## config.mk

```make
export PLATFORM = sky130hd
export DESIGN_NAME = rsar_readout
export DESIGN_NICKNAME = d
export VERILOG_FILES = /design/src/rtl/rsar_pkg.sv /design/src/rtl/rsar_readout.sv
export VERILOG_INCLUDE_DIRS = /design/src /design/src/rtl
export SDC_FILE = /design/constraint.sdc
export NUM_CORES = 2
export LEC_CHECK = 0
export BUFFER_PORTS_ARGS = -buffer_cell sky130_fd_sc_hd__buf_2
export CORE_MARGIN = 2
export CORE_UTILIZATION = 64
export CTS_BUF_LIST = sky130_fd_sc_hd__clkbuf_8 sky130_fd_sc_hd__clkbuf_16
export DETAILED_ROUTE_END_ITERATION = 6
export PLACE_DENSITY_LB_ADDON = 0.25
export REMOVE_ABC_BUFFERS = 1
export SLEW_MARGIN = 20
export SYNTH_ARGS = -nofsm -noshare
export SYNTH_HDL_FRONTEND = slang
export SYNTH_SLANG_ARGS = --single-unit
export TNS_END_PERCENT = 1
```

## constraint.sdc

```tcl
create_clock -name i_clk -period 43.3 [get_ports i_clk]
set_input_delay 8.66 -clock i_clk [delete_from_list [all_inputs] [get_ports i_clk]]
set_output_delay 8.66 -clock i_clk [all_outputs]
set_load 0.05 [all_outputs]
```

## src/rtl/rsar_consts.svh

```systemverilog
/*
 * Constants of the resistance sensor autorange readout: calibration slots,
 * current value points, ADC target window and timing.
 * Assumes inclusion by bare name from the package and the readout module.
 */
`ifndef RSAR_CONSTS_SVH
`define RSAR_CONSTS_SVH

// ============================================================
// Current ranges and values
`define RSAR_RANGE_TOP      2'h3
`define RSAR_VALUE_LOW      6'h06
`define RSAR_VALUE_HIGH     6'h3C
`define RSAR_VALUE_MAX      6'h3F
`define RSAR_INTERP_SPAN    8'sh36

// ============================================================
// Calibration slots: 0..15 current, then amplifier gain and offset
`define RSAR_CAL_SLOTS      18
`define RSAR_CAL_GAIN       5'h10
`define RSAR_CAL_OFFSET     5'h11
`define RSAR_GAIN_UNITY     16'h4000
`define RSAR_GAIN_SHIFT     14
`define RSAR_RESET_CODE     16'h0000

// ============================================================
// Target: 1.05 mV x1000 or 10.5 mV x100 give the same amplified level
`define RSAR_TARGET_CNT     18'h0_1AE1
`define RSAR_TARGET_BAND    18'h0_0040
`define RSAR_STAB_RATIO     8'h00C8

// ============================================================
// Option switches: bit of switch 3, closed enables control correction
`define RSAR_SW_THERM       2

// ============================================================
// Timing
`define RSAR_CLK_MHZ        200
`define RSAR_SETTLE_NS      1000

`endif

```

## src/rtl/rsar_pkg.sv

```systemverilog
/*
 * Types of the resistance sensor autorange readout.
 * Assumes the constants header sits beside it.
 */
`include "rsar_consts.svh"

package rsar_pkg;

    typedef enum logic [2:0] {
        ST_IDLE,
        ST_SET_DAC,
        ST_SETTLE,
        ST_CONVERT,
        ST_WAIT_ADC,
        ST_EVAL
    } rsar_state_t;

    typedef struct packed {
        rsar_state_t                   state;
        logic [`RSAR_CAL_SLOTS-1:0][15:0] cal;
        logic [1:0]                    range;
        logic [5:0]                    value;
        logic                          reverse;
        logic                          locked;
        logic                          stable;
        logic                          have_prev;
        logic                          host_pend;
        logic [15:0]                   settle_cnt;
        logic signed [17:0]            v_fwd;
        logic signed [17:0]            v_prev;
        logic signed [17:0]            thermal;
        logic signed [17:0]            sensor_v;
        logic [15:0]                   dac_code;
        logic                          dac_load;
        logic                          adc_start;
        logic                          done;
    } rsar_regs_t;

endpackage

```

## src/rtl/rsar_readout.sv

```systemverilog
/*
 * Sequencer of the resistance sensor input: autoranges a bipolar current
 * DAC, reads the amplified sensor voltage from a 15-bit ADC, reverses the
 * current for thermal EMF correction and applies stored calibration.
 * Assumes the DAC latches o_dac_code on o_dac_load, the ADC answers each
 * o_adc_start with one i_adc_done pulse, and the host pulses i_update_req.
 */
`timescale 1ns/1ps
`default_nettype none
`include "rsar_consts.svh"

// Behaviour
// - Four current ranges, decade each, range 0 lowest to range 3 highest.
// - Each range offers 64 selectable current values.
// - Value 60 of a range equals value 6 of the next range up.
// - One 16-bit bipolar DAC code sets current magnitude and polarity.
// - Sixteen current constants: per range, values 6 and 60, both polarities.
// - Sample mode steps current as fast as possible to reach target voltage.
// - Amplifier gain 1000 or 100 gives the same target count at the ADC.
// - Sensor signal digitised by a 15-bit ADC sequenced here.
// - Stored amplifier gain and offset applied to every reading.
// - Control output held while current is reversed during control.
// - Option switch 3 closed enables control thermal correction.
// - Identification sign is plus when thermal correction enabled.
// - On reaching target, reverse current and compute a thermal value.
// - Stable within 0.5%: forward and reverse reading per host update.
// - Change over 0.5%: stop reversing, keep last thermal value.
module rsar_readout #(
    parameter int SETTLE_NS = `RSAR_SETTLE_NS
) (
    // Clock and reset
    input  wire logic               i_clk,
    input  wire logic               i_srst,
    // Host side
    input  wire logic               i_update_req,
    input  wire logic               i_control_mode,
    input  wire logic [3:0]         i_input_option_dipswitch,
    output logic                    o_update_done,
    output logic signed [17:0]      o_sensor_v,
    output logic signed [17:0]      o_thermal,
    output logic                    o_id_sign,
    output logic                    o_locked,
    output logic                    o_stable,
    // Calibration store
    input  wire logic               i_cal_wr,
    input  wire logic [4:0]         i_cal_addr,
    input  wire logic [15:0]        i_cal_data,
    // Current source
    output logic [15:0]             o_dac_code,
    output logic                    o_dac_load,
    output logic [1:0]              o_range,
    output logic [5:0]              o_value,
    output logic                    o_reverse,
    output logic                    o_ctrl_hold,
    // Converter
    output logic                    o_adc_start,
    input  wire logic               i_adc_done,
    input  wire logic signed [14:0] i_adc_data
);

    // ============================================================
    // Timing
    localparam int SETTLE_CYC_RAW = (SETTLE_NS * `RSAR_CLK_MHZ + 999) / 1000;
    localparam int SETTLE_CYC     = (SETTLE_CYC_RAW < 1) ? 1 : SETTLE_CYC_RAW;

    if (SETTLE_CYC > 65535) begin : g_bad_settle
        $error("SETTLE_NS too long for the settle counter");
    end

    rsar_pkg::rsar_regs_t r;
    rsar_pkg::rsar_regs_t next_r;

    // ============================================================
    // DAC code from calibration
    // Linear interpolation between the two calibrated points of the range;
    // values below 6 or above 60 extrapolate along the same line.
    function automatic logic [15:0] dac_interp(
        input logic [15:0] c_lo,
        input logic [15:0] c_hi,
        input logic [5:0]  val
    );
        logic signed [16:0] span;
        logic signed [7:0]  step;
        logic signed [24:0] prod;
        logic signed [24:0] part;
        span = $signed({c_hi[15], c_hi}) - $signed({c_lo[15], c_lo});
        step = $signed({2'h0, val}) - $signed({2'h0, `RSAR_VALUE_LOW});
        prod = 25'(span * step);
        part = prod / `RSAR_INTERP_SPAN;
        dac_interp = 16'(c_lo + part[15:0]);
    endfunction

    // ============================================================
    // Next state
    always_comb begin
        logic [3:0]         slot;
        logic signed [16:0] adc_diff;
        logic signed [33:0] adc_gain;
        logic signed [17:0] v_now;
        logic signed [17:0] v_abs;
        logic signed [17:0] d_abs;
        logic [25:0]        d_scaled;
        logic               therm_on;
        logic               may_rev;
        logic               big_move;
        next_r = r;
        slot = 4'h0;
        adc_diff = 17'sh0_0000;
        adc_gain = 34'sh0_0000_0000;
        v_now = 18'sh0_0000;
        v_abs = 18'sh0_0000;
        d_abs = 18'sh0_0000;
        d_scaled = 26'h000_0000;
        therm_on = i_input_option_dipswitch[`RSAR_SW_THERM];
        may_rev = !i_control_mode || therm_on;
        big_move = 1'b0;
        next_r.dac_load = 1'b0;
        next_r.adc_start = 1'b0;
        next_r.done = 1'b0;
        if (i_update_req) begin
            next_r.host_pend = 1'b1;
        end
        if (i_cal_wr && i_cal_addr < 5'(`RSAR_CAL_SLOTS)) begin
            next_r.cal[i_cal_addr] = i_cal_data;
        end

        adc_diff = $signed({{2{i_adc_data[14]}}, i_adc_data})
                 - $signed({r.cal[`RSAR_CAL_OFFSET][15], r.cal[`RSAR_CAL_OFFSET]});
        adc_gain = 34'(adc_diff * $signed(r.cal[`RSAR_CAL_GAIN]));
        v_now = adc_gain[`RSAR_GAIN_SHIFT+17:`RSAR_GAIN_SHIFT];
        v_abs = v_now[17] ? -v_now : v_now;

        case (r.state)
            rsar_pkg::ST_IDLE: begin
                if (!r.locked || r.host_pend) begin
                    // A request in this very cycle stays pending, set wins
                    next_r.host_pend = i_update_req;
                    next_r.reverse = 1'b0;
                    next_r.state = rsar_pkg::ST_SET_DAC;
                end
            end
            rsar_pkg::ST_SET_DAC: begin
                slot = {r.range, r.reverse, 1'b0};
                next_r.dac_code = dac_interp(r.cal[slot], r.cal[slot + 4'h1], r.value);
                next_r.dac_load = 1'b1;
                next_r.settle_cnt = 16'(SETTLE_CYC);
                next_r.state = rsar_pkg::ST_SETTLE;
            end
            rsar_pkg::ST_SETTLE: begin
                if (r.settle_cnt <= 16'h0001) begin
                    next_r.state = rsar_pkg::ST_CONVERT;
                end else begin
                    next_r.settle_cnt = r.settle_cnt - 16'h0001;
                end
            end
            rsar_pkg::ST_CONVERT: begin
                next_r.adc_start = 1'b1;
                next_r.state = rsar_pkg::ST_WAIT_ADC;
            end
            rsar_pkg::ST_WAIT_ADC: begin
                if (i_adc_done) begin
                    next_r.state = rsar_pkg::ST_EVAL;
                    if (r.reverse) begin
                        next_r.thermal = 18'((19'(r.v_fwd) + 19'(v_now)) >>> 1);
                        next_r.sensor_v = 18'((19'(r.v_fwd) - 19'(v_now)) >>> 1);
                    end else begin
                        next_r.v_fwd = v_now;
                    end
                end
            end
            rsar_pkg::ST_EVAL: begin
                next_r.state = rsar_pkg::ST_IDLE;
                v_abs = r.v_fwd[17] ? -r.v_fwd : r.v_fwd;
                d_abs = (r.v_fwd > r.v_prev) ? r.v_fwd - r.v_prev : r.v_prev - r.v_fwd;
                d_scaled = 26'(d_abs) * 26'(`RSAR_STAB_RATIO);
                big_move = r.have_prev && (d_scaled > 26'(v_abs));
                // One count target for both gains
                if (r.reverse) begin
                    next_r.reverse = 1'b0;
                    next_r.done = r.locked;
                    next_r.locked = 1'b1;
                end else if (v_abs + `RSAR_TARGET_BAND < `RSAR_TARGET_CNT) begin
                    next_r.locked = 1'b0;
                    if (r.value == `RSAR_VALUE_HIGH && r.range != `RSAR_RANGE_TOP) begin
                        next_r.range = r.range + 2'h1;
                        next_r.value = `RSAR_VALUE_LOW;
                    end else if (r.value != `RSAR_VALUE_MAX) begin
                        next_r.value = r.value + 6'h01;
                    end
                end else if (v_abs > `RSAR_TARGET_CNT + `RSAR_TARGET_BAND) begin
                    next_r.locked = 1'b0;
                    if (r.value == `RSAR_VALUE_LOW && r.range != 2'h0) begin
                        next_r.range = r.range - 2'h1;
                        next_r.value = `RSAR_VALUE_HIGH;
                    end else if (r.value != 6'h00) begin
                        next_r.value = r.value - 6'h01;
                    end
                end else begin
                    next_r.v_prev = r.v_fwd;
                    next_r.have_prev = 1'b1;
                    next_r.stable = !big_move;
                    if (may_rev && (!r.locked || !big_move)) begin
                        next_r.reverse = 1'b1;
                        next_r.state = rsar_pkg::ST_SET_DAC;
                    end else begin
                        next_r.sensor_v = 18'(r.v_fwd - r.thermal);
                        next_r.done = r.locked;
                        next_r.locked = 1'b1;
                    end
                end
            end
            default: begin
                next_r.state = rsar_pkg::ST_IDLE;
            end
        endcase

        if (i_srst) begin
            next_r = '0;
            next_r.state = rsar_pkg::ST_IDLE;
            next_r.dac_code = `RSAR_RESET_CODE;
            next_r.cal[`RSAR_CAL_GAIN] = `RSAR_GAIN_UNITY;
        end
    end

    // ============================================================
    // State register
    always_ff @(posedge i_clk) begin
        r <= next_r;
    end

    // ============================================================
    // Outputs
    assign o_update_done = r.done;
    assign o_sensor_v = r.sensor_v;
    assign o_thermal = r.thermal;
    assign o_id_sign = i_input_option_dipswitch[`RSAR_SW_THERM];
    assign o_locked = r.locked;
    assign o_stable = r.stable;
    assign o_dac_code = r.dac_code;
    assign o_dac_load = r.dac_load;
    assign o_range = r.range;
    assign o_value = r.value;
    assign o_reverse = r.reverse;
    assign o_ctrl_hold = i_control_mode && r.reverse;
    assign o_adc_start = r.adc_start;

endmodule

`default_nettype wire

```

==> results by stage <==
Clock tree:
- The number of hold buffers added after cts is 0.
- The tree built by TritonCTS fans out to 411 sinks.
- The register clock-pin slew on the reported worst setup and hold paths is 0.07 ns.
- The longest clock path from root to sink contains 3 buffers.
- TritonCTS built the clock tree.
- Once the clock tree was built, the setup fixing pass inserted 0 buffers.
- The cell at the root of the clock tree is clkbuf_16.
- The number of clock buffers added by TritonCTS is 43.
- After clock tree synthesis, the repair step resized 0 gates.
- For the worst-skew pair, the clock arrives at the later sink with an insertion delay of 0.60 ns.
- The H-tree was split into 2 levels.

Layout:
- The sequential cell area is 8240 um2.
- The final standard cell count with taps included and fillers excluded is 6,452.
- The number of nets at the end of the flow is 6,253.
- The synthesis-to-finish area growth is 4.83%.
- The fill cell total of the finished layout is 5,834.
- The post-route netlist has 7.66% of its cells at a drive strength greater than 1.
- The multi-input gate area in the final layout is 33,300 um2.
- Measured on the finished design, the core utilization comes to 67.7%.

Routing:
- For this run, design rule violations remaining after detail routing come to 0.
- For this block, the initial DRC count from the detailed router was 3,294.
- Once detail routing completed, the nets flagged for antenna violations numbered 0.
- In the final routed layout, each cell accounts on average for 17.8 um.
- The routed wire length is 115 mm.
- The overall via count from detail_route is 38,701.
- The first detailed-routing pass took 6 iterations.
- Dividing the detail-routed via count by the number of cells gives 6.00.

Floorplanning:
- The die is 270 um tall.
- Pin placement for this block handled 114 I/O pins.
- The starting density of the core is 64.6%.
- The number of standard-cell rows in the floorplan is 97.
- After floorplanning, the core was sized to cover 70,000 um2.
- The width of the die is 270 um.
- The die covers 72,800 um2.

Synthesis:
- The number of warnings reported in the yosys synthesis log is 0.
- For this run, the leading register cell type out of synthesis is dfxtp_1.
- The commonest cells after synthesis are 926 x nand2_1, 610 x inv_1, 573 x a21oi_1.
- The mean post-synth cell area is 8.08 um2.
- Counting every instance in the synthesized netlist gives 5,600.
- The largest total area in the synthesized netlist belongs to dfxtp_1.
- nand2_1 is the most common cell in the netlist.
- The portion of synthesized area spent on multiplexers is 5.50%.
- In this run, synthesis inferred 0 flip-flops with an integrated enable.
- After synthesis, the cell types taking the most area are dfxtp_1 18%, fa_1 17%, ha_1 9.6%, nand2_1 7.7%, a21oi_1 6.3%.
- The area fraction in compound gates after synthesis is 17.5%.
- The synthesized netlist contains 115 unique library cells.
- Sequential elements use 18.2% of the synthesized area.
- The area fraction in and, or, nand and nor cells after synthesis is 18.3%.
- The dominant combinational cell family by area after synthesis is adder cells.
- The adder-cell share of the synthesized area is 26.7%.
- The share of Yosys cell area claimed by the top area cell type is 18.2%.
- The area share of xor/xnor cells in the synthesized design is 5.35%.
- The cell area that synthesis handed to floorplanning was 45,200 um2.
- The async set-or-reset flop fraction in the synthesized netlist is 0%.
- Synthesis inferred 411 register bits.

Place:
- The count of placed standard cells including taps is 6,370.
- Routability-driven placement finished with a final weighted congestion of 0.928.
- At the placement stage, the worst setup path has a slack of 15.03 ns.
- The half-perimeter wire length after placement is 84.1 mm.
- The count of input and output buffers is 110.

GRT:
- The overall fraction of global-route tracks in use is 31.0%.
- Entering global routing, the biggest net connects 107 pins.
- Global routing finished with a remaining overflow of 0.
- The first global-routing pass estimated 188 mm of wire.
- The number of antenna violations at the first check in global routing is 5.
- The number of global-route vias before repair came to 37,820.

Timing:
- Timing would allow up to 35.0 MHz.
- Measured against its own limit, the worst slew margin works out to 22.0%.
- On the final layout, the worst clock skew is 0.0401 ns.
- The total of endpoints with negative setup slack in the final report is 0.
- The period utilization is 66.1%.
- Summed over all failing endpoints, the final setup total negative slack is 0 ns.
- The final count of pins violating max slew is 0.
- The hold violation count in the final report came to 0.
- After layout, the worst setup slack is 14.70 ns.
- The post-layout minimum cycle time is 28.60 ns.
- The actual transition at the worst max-transition pin is 1.16 ns.
- Setup repair after global routing left no endpoint under its margin.

Critical path:
- In this run the critical register-to-register path is captured at o_dac_code[15]$_SDFFE_PP0P_.
- For the worst setup path, the data required time is 43.79 ns.
- Data arrives at the worst endpoint at 29.09 ns.
- The path depth of the worst reg2reg path is 97.
- The critical register-to-register path startpoint is o_reverse$_SDFFE_PP0P_.
- Among all stages on the critical path, the largest delay is contributed by o311ai_1.
- The kind of cell with the highest combined delay along the critical path is compound AO/OA/AOI/OAI gates.
- The worst setup path is captured at a flip-flop.
- The most used cell along the critical path is a21oi_1.
- The setup path with the least slack is of type reg2reg.
- The largest stage delay on the critical path is 0.90 ns.
- STA classifies the critical path startpoint as a flip-flop.
- The number of buffer and inverter stages on the critical path is 6.
- The worst-case register-to-register setup slack is 14.70 ns.
- The maximum fanout encountered on the critical timing path is 35.
- The instance count on the critical path is 97.

Job:
- The tool flagged a number of max-cap violations equal to 0.

Worst hold path:
- The class of the tightest hold or removal check is reg2reg.
- The hold path startpoint is r[353]$_SDFFE_PP0P_.
- Along the worst hold path, the cell count comes to 2.
- The path with the worst hold slack has its endpoint at r[353]$_SDFFE_PP0P_.

Status:
- The flow ran to the end, and the final reports show no timing, DRC or antenna violations.
==> per-stage QoR <==
step / area (um2) / hold WS [ns]
final: 47400 / 0.453
after CTS: 47400 / 0.452
after global routing: 47400 / 0.470
after detailed placement: 45900 / 0.444
after global placement: 45900 / 0.438
after floorplan: 43700 / 0.427
==> cells by family after synthesis <==
group | after synthesis
flip-flops | 411
multiplexers | 164
AO/OA/AOI/OAI | 1225
XOR/XNOR | 274
adder cells (fa/ha/maj) | 736
buffers and inverters | 942
AND/OR/NAND/NOR | 1848
==> routing by layer <==
| layer | track usage (%) | wire, um | vias to the layer above |
|---|---|---|---|
| li1 | - | - | 18441 |
| met1 | 42.1 | 49500 | 18667 |
| met2 | 51.8 | 54000 | 1382 |
| met3 | 3.66 | 7930 | 211 |
| met4 | 9.65 | 3170 | 0 |
| met5 | 0 | 0 | - |
==> worst max path at each step <==
stage | from | end | slack, ns
after floorplan | o_reverse$_SDFFE_PP0P_ | o_dac_code[15]$_SDFFE_PP0P_ | 17.16
after global placement | o_reverse$_SDFFE_PP0P_ | o_dac_code[15]$_SDFFE_PP0P_ | 15.30
after detailed placement | o_reverse$_SDFFE_PP0P_ | o_dac_code[15]$_SDFFE_PP0P_ | 15.03
after CTS | o_reverse$_SDFFE_PP0P_ | o_dac_code[15]$_SDFFE_PP0P_ | 14.91
after global routing | o_reverse$_SDFFE_PP0P_ | o_dac_code[15]$_SDFFE_PP0P_ | 12.63
final | o_reverse$_SDFFE_PP0P_ | o_dac_code[15]$_SDFFE_PP0P_ | 14.70
==> state kept, by name, summed over array words and instances, names as in the netlist <==
signal         count
o_adc_start        1
o_dac_code        16
o_dac_load         1
o_locked           1
o_range            2
o_reverse          1
o_sensor_v        18
o_stable           1
o_thermal         18
o_update_done      1
o_value            6
r                345
==> worst register-to-register path: cells and delay by family, from the launching register on <==
family	cells	cell delay [ns]
compound gates	58	16.13
simple gates	17	4.37
fa+ha+maj	9	3.84
mux	5	1.87
buf+inv	6	1.49
flops	1	0.47
xor+xnor	2	0.33
==> cell type report <==
type | instances | share of cell area (%)
Clock inverter | 24 | 0.557
Inverter | 610 | 4.83
Multi-Input combinational cell | 4247 | 70.2
Timing Repair Buffer | 162 | 2.00
Sequential cell | 411 | 17.4
Antenna cell | 4 | 0.0211
Clock buffer | 54 | 2.59
Tap cell | 940 | 2.48
==> cell usage in the layout (no fill, tap or decap), types with 44 or more instances in the layout <==
master      n
nor3_1     52
fa_1      384
xnor2_1   190
a21o_1     92
xor2_1     77
nor2b_1    46
o21bai_1   83
a21oi_1   573
buf_2     109
nor2_1    403
inv_1     617
mux4_2     64
buf_4      52
and2_1    130
ha_1      348
o21ai_0   111
mux2i_1    69
nand2_1   926
nand3_1    58
dfxtp_1   408
nand2b_1   44
Power is not shown: default switching activity piles up to over one toggle a cycle in this logic, so the estimate is an artifact.
